$ cat config.mk
export PLATFORM = sky130hd
export DESIGN_NAME = osc_select_ctrl
export DESIGN_NICKNAME = d
export VERILOG_FILES = /design/src/inc/osc_pkg.sv /design/src/rtl/osc_select_ctrl.sv
export SDC_FILE = /design/constraint.sdc
export NUM_CORES = 1
export LEC_CHECK = 0
export BUFFER_PORTS_ARGS = -buffer_cell sky130_fd_sc_hd__buf_2
export CAP_MARGIN = 20
export CORE_ASPECT_RATIO = 1.2
export CORE_UTILIZATION = 47
export DETAILED_ROUTE_END_ITERATION = 6
export GPL_TIMING_DRIVEN = 0
export PLACE_DENSITY = 0.83
export SLEW_MARGIN = 20
export SYNTH_ARGS = -nofsm -noshare
export SYNTH_HDL_FRONTEND = slang
export SYNTH_SLANG_ARGS = --single-unit
export TNS_END_PERCENT = 30
$ cat constraint.sdc
create_clock -name clock -period 1.7 [get_ports clock]
set_clock_uncertainty 0.05 [all_clocks]
set_input_delay 0.085 -clock clock [delete_from_list [all_inputs] [get_ports clock]]
set_output_delay 0.085 -clock clock [all_outputs]
set_load 0.005 [all_outputs]
$ cat src/inc/osc_pkg.sv
// constants for the oscillator select control block
package osc_pkg;
  // ------------------------------------------------------------------
  // register map
  // ------------------------------------------------------------------
  localparam logic [7:0] OSC_ADDR_CLOCK_SOURCE_SELECT = 8'h00;
  localparam logic [7:0] OSC_ADDR_INTERNAL_OSC_CTRL   = 8'h01;
  localparam logic [7:0] OSC_ADDR_CRYSTAL_OSC_CTRL    = 8'h02;
  localparam int         OSC_PERIPH_INDEX             = 4;
  // ------------------------------------------------------------------
  // field positions
  // ------------------------------------------------------------------
  localparam int OSC_BIT_SOURCE_SEL   = 0;
  localparam int OSC_BIT_RESET_ON_SEL = 1;
  localparam int OSC_BIT_INT_ENABLE   = 0;
  localparam int OSC_BIT_INT_SLOW     = 1;
  localparam int OSC_BIT_XTAL_ENABLE  = 0;
  localparam int OSC_BIT_XTAL_BIAS    = 1;
  // ------------------------------------------------------------------
  // reset values
  // ------------------------------------------------------------------
  localparam logic OSC_RST_RESET_ON_SEL = 1'b0;
  localparam logic OSC_RST_INT_SLOW     = 1'b0;
  localparam logic OSC_RST_INT_ENABLE   = 1'b1;
  localparam logic OSC_RST_XTAL_BIAS    = 1'b1;
  localparam logic OSC_RST_XTAL_ENABLE  = 1'b1;
  localparam logic OSC_RST_SOURCE_SEL   = 1'b0;
  // ------------------------------------------------------------------
  // timing
  // ------------------------------------------------------------------
  localparam int CLK_PERIOD_PS        = 5000;
  localparam int TILE_RESET_TIME_PS   = 80000;
  localparam int TILE_RESET_CYCLES    = (TILE_RESET_TIME_PS + CLK_PERIOD_PS - 1) / CLK_PERIOD_PS;
  localparam logic [7:0] OSC_RESERVED_ZERO = 8'h00;
endpackage : osc_pkg

$ cat src/rtl/osc_select_ctrl.sv
// oscillator select control: three byte registers driving clock source controls
//
// Overview of operation
// - own peripheral index, byte-wide accesses only
// - bit0 general: 0 crystal, 1 on-chip; strap reset
// - bit1 general: reset tile on select change
// - on-chip bit1: 0 fast, 1 slow
// - on-chip bit0 enables it, resets to one
// - crystal bit1 enables bias, resets to one
// - crystal bit0 enables crystal, resets to one
`timescale 1ns/10ps
module osc_select_ctrl
  import osc_pkg::*;
#(
  parameter int TILE_RESET_LEN = TILE_RESET_CYCLES
) (
  input  wire logic       clock,
  input  wire logic       rstn,
  input  wire logic       source_strap,
  input  wire logic       reg_sel,
  input  wire logic       reg_wr,
  input  wire logic [7:0] reg_addr,
  input  wire logic [7:0] reg_wdata,
  output logic      [7:0] reg_rdata,
  output logic            reg_ack,
  output logic            source_sel,
  output logic            int_osc_enable,
  output logic            int_osc_slow,
  output logic            xtal_enable,
  output logic            xtal_bias_enable,
  output logic            tile_reset
);

  // ------------------------------------------------------------------
  // storage
  // ------------------------------------------------------------------
  logic        wr_gen;
  logic        wr_int;
  logic        wr_xtal;
  logic        rd_req;
  logic        sel_change;
  logic        pulse_start;
  logic        strap_taken_q;
  logic        source_sel_d;
  logic        source_sel_q;
  logic        reset_on_sel_d;
  logic        reset_on_sel_q;
  logic [15:0] rst_cnt_d;
  logic [15:0] rst_cnt_q;
  logic        tile_reset_d;
  logic        tile_reset_q;
  logic        int_osc_slow_d;
  logic        int_osc_slow_q;
  logic        int_osc_enable_d;
  logic        int_osc_enable_q;
  logic        xtal_bias_d;
  logic        xtal_bias_q;
  logic        xtal_enable_d;
  logic        xtal_enable_q;
  logic [7:0]  rdata_d;
  logic [7:0]  rdata_q;
  logic        ack_q;

  // ------------------------------------------------------------------
  // bus decode
  // ------------------------------------------------------------------
  // each access carries exactly one byte lane
  assign wr_gen  = reg_sel && reg_wr && (reg_addr == OSC_ADDR_CLOCK_SOURCE_SELECT);
  assign wr_int  = reg_sel && reg_wr && (reg_addr == OSC_ADDR_INTERNAL_OSC_CTRL);
  assign wr_xtal = reg_sel && reg_wr && (reg_addr == OSC_ADDR_CRYSTAL_OSC_CTRL);
  assign rd_req  = reg_sel && !reg_wr;

  // ------------------------------------------------------------------
  // strap capture
  // ------------------------------------------------------------------
  // the strap is sampled on the first edge after release, never inside reset
  always_ff @(posedge clock or negedge rstn) begin
    if (!rstn) begin
      strap_taken_q <= 1'b0;
    end else begin
      strap_taken_q <= 1'b1;
    end
  end

  // ------------------------------------------------------------------
  // source select
  // ------------------------------------------------------------------
  // a write on the capture edge loses to the strap, so requests start one edge later
  always_comb begin
    source_sel_d = source_sel_q;
    if (!strap_taken_q) begin
      source_sel_d = source_strap;
    end else if (wr_gen) begin
      source_sel_d = reg_wdata[OSC_BIT_SOURCE_SEL];
    end
  end

  always_ff @(posedge clock or negedge rstn) begin
    if (!rstn) begin
      source_sel_q <= OSC_RST_SOURCE_SEL;
    end else begin
      source_sel_q <= source_sel_d;
    end
  end

  always_comb begin
    reset_on_sel_d = reset_on_sel_q;
    if (wr_gen) begin
      reset_on_sel_d = reg_wdata[OSC_BIT_RESET_ON_SEL];
    end
  end

  always_ff @(posedge clock or negedge rstn) begin
    if (!rstn) begin
      reset_on_sel_q <= OSC_RST_RESET_ON_SEL;
    end else begin
      reset_on_sel_q <= reset_on_sel_d;
    end
  end

  // ------------------------------------------------------------------
  // tile reset pulse
  // ------------------------------------------------------------------
  // the new enable value in the same write decides, as the change happens with it
  assign sel_change  = reg_wdata[OSC_BIT_SOURCE_SEL] != source_sel_q;
  assign pulse_start = wr_gen && strap_taken_q && reg_wdata[OSC_BIT_RESET_ON_SEL] && sel_change;

  // a qualifying write during a pulse restarts the count
  always_comb begin
    rst_cnt_d = rst_cnt_q;
    if (pulse_start) begin
      rst_cnt_d = 16'(TILE_RESET_LEN - 1);
    end else if (rst_cnt_q != 16'h0000) begin
      rst_cnt_d = rst_cnt_q - 16'h0001;
    end
  end

  always_ff @(posedge clock or negedge rstn) begin
    if (!rstn) begin
      rst_cnt_q <= 16'h0000;
    end else begin
      rst_cnt_q <= rst_cnt_d;
    end
  end

  always_comb begin
    tile_reset_d = tile_reset_q;
    if (pulse_start) begin
      tile_reset_d = 1'b1;
    end else if (rst_cnt_q == 16'h0000) begin
      tile_reset_d = 1'b0;
    end
  end

  always_ff @(posedge clock or negedge rstn) begin
    if (!rstn) begin
      tile_reset_q <= 1'b0;
    end else begin
      tile_reset_q <= tile_reset_d;
    end
  end

  // ------------------------------------------------------------------
  // oscillator controls
  // ------------------------------------------------------------------
  always_comb begin
    int_osc_slow_d = int_osc_slow_q;
    if (wr_int) begin
      int_osc_slow_d = reg_wdata[OSC_BIT_INT_SLOW];
    end
  end

  always_ff @(posedge clock or negedge rstn) begin
    if (!rstn) begin
      int_osc_slow_q <= OSC_RST_INT_SLOW;
    end else begin
      int_osc_slow_q <= int_osc_slow_d;
    end
  end

  // no guard against stopping the running source: software's duty
  always_comb begin
    int_osc_enable_d = int_osc_enable_q;
    if (wr_int) begin
      int_osc_enable_d = reg_wdata[OSC_BIT_INT_ENABLE];
    end
  end

  always_ff @(posedge clock or negedge rstn) begin
    if (!rstn) begin
      int_osc_enable_q <= OSC_RST_INT_ENABLE;
    end else begin
      int_osc_enable_q <= int_osc_enable_d;
    end
  end

  always_comb begin
    xtal_bias_d = xtal_bias_q;
    if (wr_xtal) begin
      xtal_bias_d = reg_wdata[OSC_BIT_XTAL_BIAS];
    end
  end

  always_ff @(posedge clock or negedge rstn) begin
    if (!rstn) begin
      xtal_bias_q <= OSC_RST_XTAL_BIAS;
    end else begin
      xtal_bias_q <= xtal_bias_d;
    end
  end

  always_comb begin
    xtal_enable_d = xtal_enable_q;
    if (wr_xtal) begin
      xtal_enable_d = reg_wdata[OSC_BIT_XTAL_ENABLE];
    end
  end

  always_ff @(posedge clock or negedge rstn) begin
    if (!rstn) begin
      xtal_enable_q <= OSC_RST_XTAL_ENABLE;
    end else begin
      xtal_enable_q <= xtal_enable_d;
    end
  end

  // ------------------------------------------------------------------
  // read path
  // ------------------------------------------------------------------
  // bits 7:2 have no storage at all, so written values there simply vanish
  always_comb begin
    rdata_d = OSC_RESERVED_ZERO;
    if (rd_req) begin
      unique case (reg_addr)
        OSC_ADDR_CLOCK_SOURCE_SELECT: rdata_d = {6'h00, reset_on_sel_q, source_sel_q};
        OSC_ADDR_INTERNAL_OSC_CTRL:   rdata_d = {6'h00, int_osc_slow_q, int_osc_enable_q};
        OSC_ADDR_CRYSTAL_OSC_CTRL:    rdata_d = {6'h00, xtal_bias_q, xtal_enable_q};
        default:                      rdata_d = OSC_RESERVED_ZERO;
      endcase
    end
  end

  always_ff @(posedge clock or negedge rstn) begin
    if (!rstn) begin
      rdata_q <= 8'h00;
    end else begin
      rdata_q <= rdata_d;
    end
  end

  // every access is answered, mapped or not, so the host never waits
  always_ff @(posedge clock or negedge rstn) begin
    if (!rstn) begin
      ack_q <= 1'b0;
    end else begin
      ack_q <= reg_sel;
    end
  end

  // ------------------------------------------------------------------
  // outputs
  // ------------------------------------------------------------------
  assign reg_rdata        = rdata_q;
  assign reg_ack          = ack_q;
  assign source_sel       = source_sel_q;
  assign int_osc_enable   = int_osc_enable_q;
  assign int_osc_slow     = int_osc_slow_q;
  assign xtal_enable      = xtal_enable_q;
  assign xtal_bias_enable = xtal_bias_q;
  assign tile_reset       = tile_reset_q;

endmodule : osc_select_ctrl

==> impl_metrics.csv, run 1 <==
group,metric,value,unit
power,power_density,747.5,nW/um^2
worst_setup_path,cp_cell_sequence,"buf_6 -> nor4_4 -> o211ai_2 -> or4_1 -> a21oi_1",
grt,antenna_found_initial,0,
worst_setup_path,r2r_slack,-0.09,ns
floorplan,die_h,63.92,um
cells_and_area,area_growth,30.83,%
floorplan,start_util,0.4914,
cells_and_area,fin_util,0.6429,
clocking,cts.sinks,27,
cells_and_area,seqCellArea,683.2,sq um
yosys,avgSynthCellArea,10.14,sq um
detailed_routing,ant_nets,0,
cells_and_area,final_cells,234,
clocking,clk_pin_slew_worst_paths,0.16,ns
sta,setup_ws,-0.08882,ns
sta,whs,0.04265,ns
cells_and_area,fillers,221,
cells_and_area,diodes,0,
detailed_routing,postRouteWirelength,3.445,mm
sta,max_freq,0.5590,GHz
power,ir_worst_vdd,940.7,uV
detailed_routing,vias_per_cell,5.598,
worst_setup_path,critPathMaxStageDelay,0.46,ns
clocking,cts_tree,"built",
yosys,yosysWarnings,0,
clocking,cts_buffer_depth,2,
place,dp_hpwl,2.204,mm
worst_setup_path,worstSetupEndpointType,"register",
worst_setup_path,crit_type,"reg -> reg",
worst_setup_path,arrival,2.02,ns
yosys,synth.top_cell.area_share,0.4000,
cells_and_area,drive_above_1_share,0.3990,
sta,rsz0062_at_grt,"true",
grt,grt_pass1_vias,1350,
yosys,synth.most_common_cell,"dfrtp_1",
yosys,synthFlopType,"dfrtp_1",
worst_hold_path,min_path_cells,4,
place,numPortBuffers,23,
status,run_status,"finished, violations left",
floorplan,die_w,53.60,um
grt,grtUsageTotal,0.2206,
place,finalWeightedCongestion,0.8324,
grt,grt_pass1_wl,5.533,mm
place,dp_cells,212,
worst_setup_path,reg2reg_to,"rst_cnt_q[15]",
sta,worst_pin_slew,0.5852,ns
worst_setup_path,crit_path_max_fanout,5,
cells_and_area,final_nets,221,
cells_and_area,multi_input_area,860.8,sq um
yosys,synth-edff-count,0,
detailed_routing,routedWlPerCell,14.72,um
floorplan,core,3055,sq um
yosys,synth.cell_area,1501,sq um
yosys,yosysSeqAreaShare,0.4525,
sta,finalMaxSlewViolations,0,
worst_setup_path,cp_slowest_cell,"dfrtp_2",
detailed_routing,routed-via-count,1310,
sta,timing.slew.headroom,0.6099,
yosys,synth_cells,148,
worst_setup_path,r2r_cells,5,
detailed_routing,drcViolationCount,0,
sta,setup_viol,7,
yosys,synth.area.top_cells,"dfrtp_1, dfstp_2, nor4_4",
yosys,synth-seq-cells,27,
detailed_routing,drtPass1Iterations,4,
run,drv_cap,0,
yosys,synth.distinct_cells,46,
yosys,async_reset_ff_frac,1.000,
place,pre_cts_ws,-0.1764,ns
clocking,root_buffer,"clkbuf_4",
floorplan,row_count,22,
worst_hold_path,hold_end,"reg_rdata[1]",
sta,timing.final.hold_violations,0,
power,leakage,0.8475,nW
grt,grt_start_max_net_pins,28,
worst_hold_path,min-delay-start,"reg_addr[6]",
clocking,htree_levels,1,
yosys,synth_top_area_cell,"dfrtp_1",
floorplan,boundaryPins,36,
worst_setup_path,worstReg2RegStart,"rst_cnt_q[0]",
worst_setup_path,crit_required,1.93,ns
status,violations,"negative setup slack",
clocking,cts_buffers,3,
clocking,worstSkewPairLatency,0.33,ns
yosys,synth_common_cells,"dfrtp_1, nor2_1, a21oi_1",
floorplan,dieArea,3426,sq um
worst_hold_path,min_path_type,"in -> reg",
sta,fin_crit_sh,1.052,
detailed_routing,drt-initial-drc-count,25,
worst_setup_path,critPathLaunchType,"register",
sta,period_minus_slack,1.789,ns
grt,overflow,0,
sta,setup_tns,-0.3509,ns
-- placed cells by master, fill, tap and decap left out, drive strengths merged, types with 7 or more instances in the layout --
master | synthesis | layout
nor2 | 13 | 13
nand2 | 11 | 11
or4 | 8 | 8
a21oi | 11 | 11
conb | 2 | 7
buf | 7 | 42
dfrtp | 24 | 24
-- critical path: cells and delay by family (launching register included) --
| family | cells | cell delay [ns] |
|---|---|---|
| buf+inv | 1 | 0.13 |
| simple gates | 2 | 0.75 |
| flops | 1 | 0.46 |
| compound gates | 2 | 0.34 |
-- what timing repair did --
action,4_1_cts,5_1_grt
hold endpoints to repair,33,0
buffers inserted,9,3
endpoints found under the setup margin,15,17
hold buffers,6,0
resized for setup,4,19
pin swaps,2,10
-- metal layers --
layer / part of all wire / global-route usage
met3: 0.036 / 0.03333
met5: 0 / 0
met4: 0.031 / 0.1086
met2: 0.55 / 0.3922
met1: 0.38 / 0.2434
-- stage by stage --
step                      power, W  area [sq um]
after floorplan           0.001000          1540
after global placement    0.001070          1700
after detailed placement  0.001096          1700
after CTS                 0.001402          1871
after global routing      0.001551          1964
final                     0.001468          1964
-- power by group --
group          internal (W)  total, W  switching [W]
Combinational      0.000155  0.000297       0.000142
Clock             0.0000901  0.000283       0.000193
Sequential         0.000721  0.000888       0.000167
Total              0.000965   0.00147       0.000503
-- cells by family (layout without fill, tap and decap cells) --
family                     Yosys count  count (layout)  synth area share
muxes                                9               9           0.06917
other                                2               7          0.005002
xor gates and xnor gates             2               2           0.01167
and+or+nand+nor                     70              70            0.3059
AOI/OAI and AO/OA                   25              25            0.1017
adders and majority gates            1               1          0.008332
DFF                                 27              27            0.4525
buffers and inverters               12              57           0.04583
-- worst max-delay path by stage --
stage	startpoint	endpoint	slack (ns)	depth (start not counted)
2_1_floorplan	rst_cnt_q[0]	rst_cnt_q[9]	-0.006	6
4_1_cts	rst_cnt_q[0]	rst_cnt_q[15]	-0.09	7
5_1_grt	rst_cnt_q[0]	rst_cnt_q[7]	-0.18	6
3_5_place_dp	rst_cnt_q[0]	rst_cnt_q[1]	-0.18	6
3_3_place_gp	rst_cnt_q[0]	rst_cnt_q[1]	-0.12	6
6_report	rst_cnt_q[0]	rst_cnt_q[15]	-0.09	5
-- flip-flops by register name, summed over array words and instances, names as in the netlist --
signal and cells:
int_osc_enable 1, xtal_bias_enable 1, reg_rdata 2, rst_cnt_q 16, tile_reset 1, xtal_enable 1
int_osc_slow 1, strap_taken_q 1, reg_ack 1, reset_on_sel_q 1, source_sel 1
-- final cells by class --
class	instances	area share
repair buffers	41	0.1408
inverters	5	0.009554
plain buffers	7	0.02548
well taps	36	0.02293
multi-input cells	114	0.4382
clock buffers	3	0.01146
flip-flops and latches	27	0.3478
clock inverters	1	0.003822
Power figures use the tool's default switching activity.
==> run 2: changes to the inputs <==
--- a/config.mk
+++ b/config.mk
@@ -10,7 +10,6 @@
 export CORE_ASPECT_RATIO = 1.2
 export CORE_UTILIZATION = 47
 export DETAILED_ROUTE_END_ITERATION = 6
-export GPL_TIMING_DRIVEN = 0
 export PLACE_DENSITY = 0.83
 export SLEW_MARGIN = 20
 export SYNTH_ARGS = -nofsm -noshare
==> impl_metrics.csv, run 2 (synthesis gave the netlist of run 1 again) <==
group,metric,value,unit
status,run_status,"finished, violations left",
status,violations,"negative setup slack",
cells_and_area,layout_commonest_cell,"buf_2",
floorplan,row_count,22,
sta,finalMaxSlewViolations,0,
sta,fin_crit_sh,1.036,
clocking,htree_levels,1,
place,dp_cells,219,
power,leakage,0.8539,nW
detailed_routing,drt-initial-drc-count,26,
clocking,root_buffer,"clkbuf_4",
worst_setup_path,crit_path_max_fanout,5,
cells_and_area,largest_register_ffs,16,
run,drv_cap,0,
cells_and_area,drive_above_1_share,0.3950,
worst_setup_path,critPathLaunchType,"register",
detailed_routing,drtPass1Iterations,6,
clocking,clk_pin_slew_worst_paths,0.14,ns
worst_setup_path,path_delay_family,"simple AND/OR/NAND/NOR gates",
place,numPortBuffers,23,
cells_and_area,area_growth,30.08,%
cells_and_area,fillers,220,
floorplan,core,3055,sq um
worst_setup_path,cp_cell_sequence,"inv_2 -> ha_4 -> or3b_4 -> o211ai_2 -> or4_1 -> a21oi_1",
cells_and_area,final_cells,236,
clocking,worstSkewPairLatency,0.32,ns
clocking,cts_buffers,3,
floorplan,die_h,63.92,um
detailed_routing,routed-via-count,1346,
worst_setup_path,crit_type,"reg -> reg",
floorplan,die_w,53.60,um
worst_setup_path,critPathBufInv,1,
floorplan,boundaryPins,36,
sta,rsz0062_at_grt,"true",
place,finalWeightedCongestion,0.7892,
floorplan,start_util,0.4914,
grt,grt_pass1_vias,1405,
detailed_routing,drcViolationCount,0,
detailed_routing,postRouteWirelength,3.542,mm
detailed_routing,routedWlPerCell,15.01,um
sta,setup_viol,6,
cells_and_area,largest_register,"rst_cnt_q",
power,ir_worst_vdd,663.8,uV
sta,timing.final.hold_violations,0,
worst_hold_path,min_path_type,"in -> reg",
grt,grt_pass1_wl,5.595,mm
clocking,cts_buffer_depth,2,
floorplan,dieArea,3426,sq um
place,dp_hpwl,2.412,mm
sta,timing.slew.headroom,0.5936,
place,pre_cts_ws,-0.1435,ns
cells_and_area,diodes,0,
worst_setup_path,worstSetupEndpointType,"register",
grt,overflow,0,
power,power_density,726.7,nW/um^2
sta,period_minus_slack,1.761,ns
clocking,cts.sinks,27,
clocking,cts_tree,"built",
sta,whs,0.03076,ns
detailed_routing,ant_nets,0,
grt,antenna_found_initial,0,
sta,max_freq,0.5678,GHz
sta,worst_pin_slew,0.6097,ns
worst_setup_path,arrival,1.97,ns
worst_setup_path,crit_required,1.90,ns
sta,setup_ws,-0.06127,ns
grt,grt_start_max_net_pins,28,
cells_and_area,final_nets,223,
detailed_routing,vias_per_cell,5.703,
grt,grtUsageTotal,0.2174,
cells_and_area,layout_common_cells,"buf_2, dfrtp_1, buf_4, nor2_1",
worst_setup_path,cp_slowest_cell,"dfrtp_1",
worst_setup_path,critPathMaxStageDelay,0.45,ns
## run 2: timing repair
action	CTS	global route
gates cloned	0	0
hold buffers	6	0
gates resized for setup	9	8
pin swaps	3	5
setup endpoints to repair	9	13
hold endpoints to repair	30	0
buffers inserted	5	2
## run 2: report_power, final
part           total (W)  switching, W  internal, W
clock           0.000277      0.000186    0.0000917
combinational   0.000272      0.000128     0.000145
sequential      0.000870      0.000148     0.000721
## run 2: final timing paths
check                           cells after the start             to  slack [ns]          from
worst max-delay path                                6  rst_cnt_q[13]       -0.06  rst_cnt_q[1]
worst min-delay path                                4   reg_rdata[0]        0.03   reg_addr[3]
worst max register to register                      6  rst_cnt_q[13]       -0.06  rst_cnt_q[1]
worst min register to register                      2     tile_reset        0.48    tile_reset
max in group asynchronous                           2   rst_cnt_q[8]        0.92          rstn
min in group asynchronous                           2  rst_cnt_q[10]        0.24          rstn
## run 2: metal layers
| metal | part of all wire | up-vias | global-route usage |
|---|---|---|---|
| li1 | - | 641 | - |
| met1 | 0.38 | 662 | 0.2179 |
| met2 | 0.58 | 33 | 0.4172 |
| met3 | 0.023 | 10 | 0.02143 |
| met4 | 0.023 | 0 | 0.1053 |
| met5 | 0 | - | 0 |
## run 2: worst reg2reg max path, cell delays in order (launching register included)
cell	delay (ns)
dfrtp_1	0.45
inv_2	0.06
ha_4	0.16
or3b_4	0.26
o211ai_2	0.12
or4_1	0.44
a21oi_1	0.15
## run 2: layout make-up
class                           instances  area, sq um  share of cell area
Sequential cell                        27        681.9              0.3491
Timing Repair Buffer                   50        336.6              0.1723
Inverter                                5        18.77            0.009609
Tap cell                               36        45.04             0.02306
Multi-Input combinational cell        114        844.6              0.4324
Clock buffer                            4        26.28             0.01345
## run 2: metrics by stage
| stage | instance area [sq um] | util | power, W | TNS (ns) |
|---|---|---|---|---|
| 6_report | 1953 | 0.6392 | 0.001419 | -0.2066 |
| 5_1_grt | 1953 | 0.6392 | 0.001477 | -1.166 |
| 4_1_cts | 1907 | 0.6241 | 0.001404 | -0.2471 |
| 3_5_place_dp | 1755 | 0.5745 | 0.001111 | -0.8514 |
| 3_3_place_gp | 1755 | 0.5745 | 0.001085 | -0.1987 |
| 2_1_floorplan | 1540 | - | 0.001000 | -0.009409 |
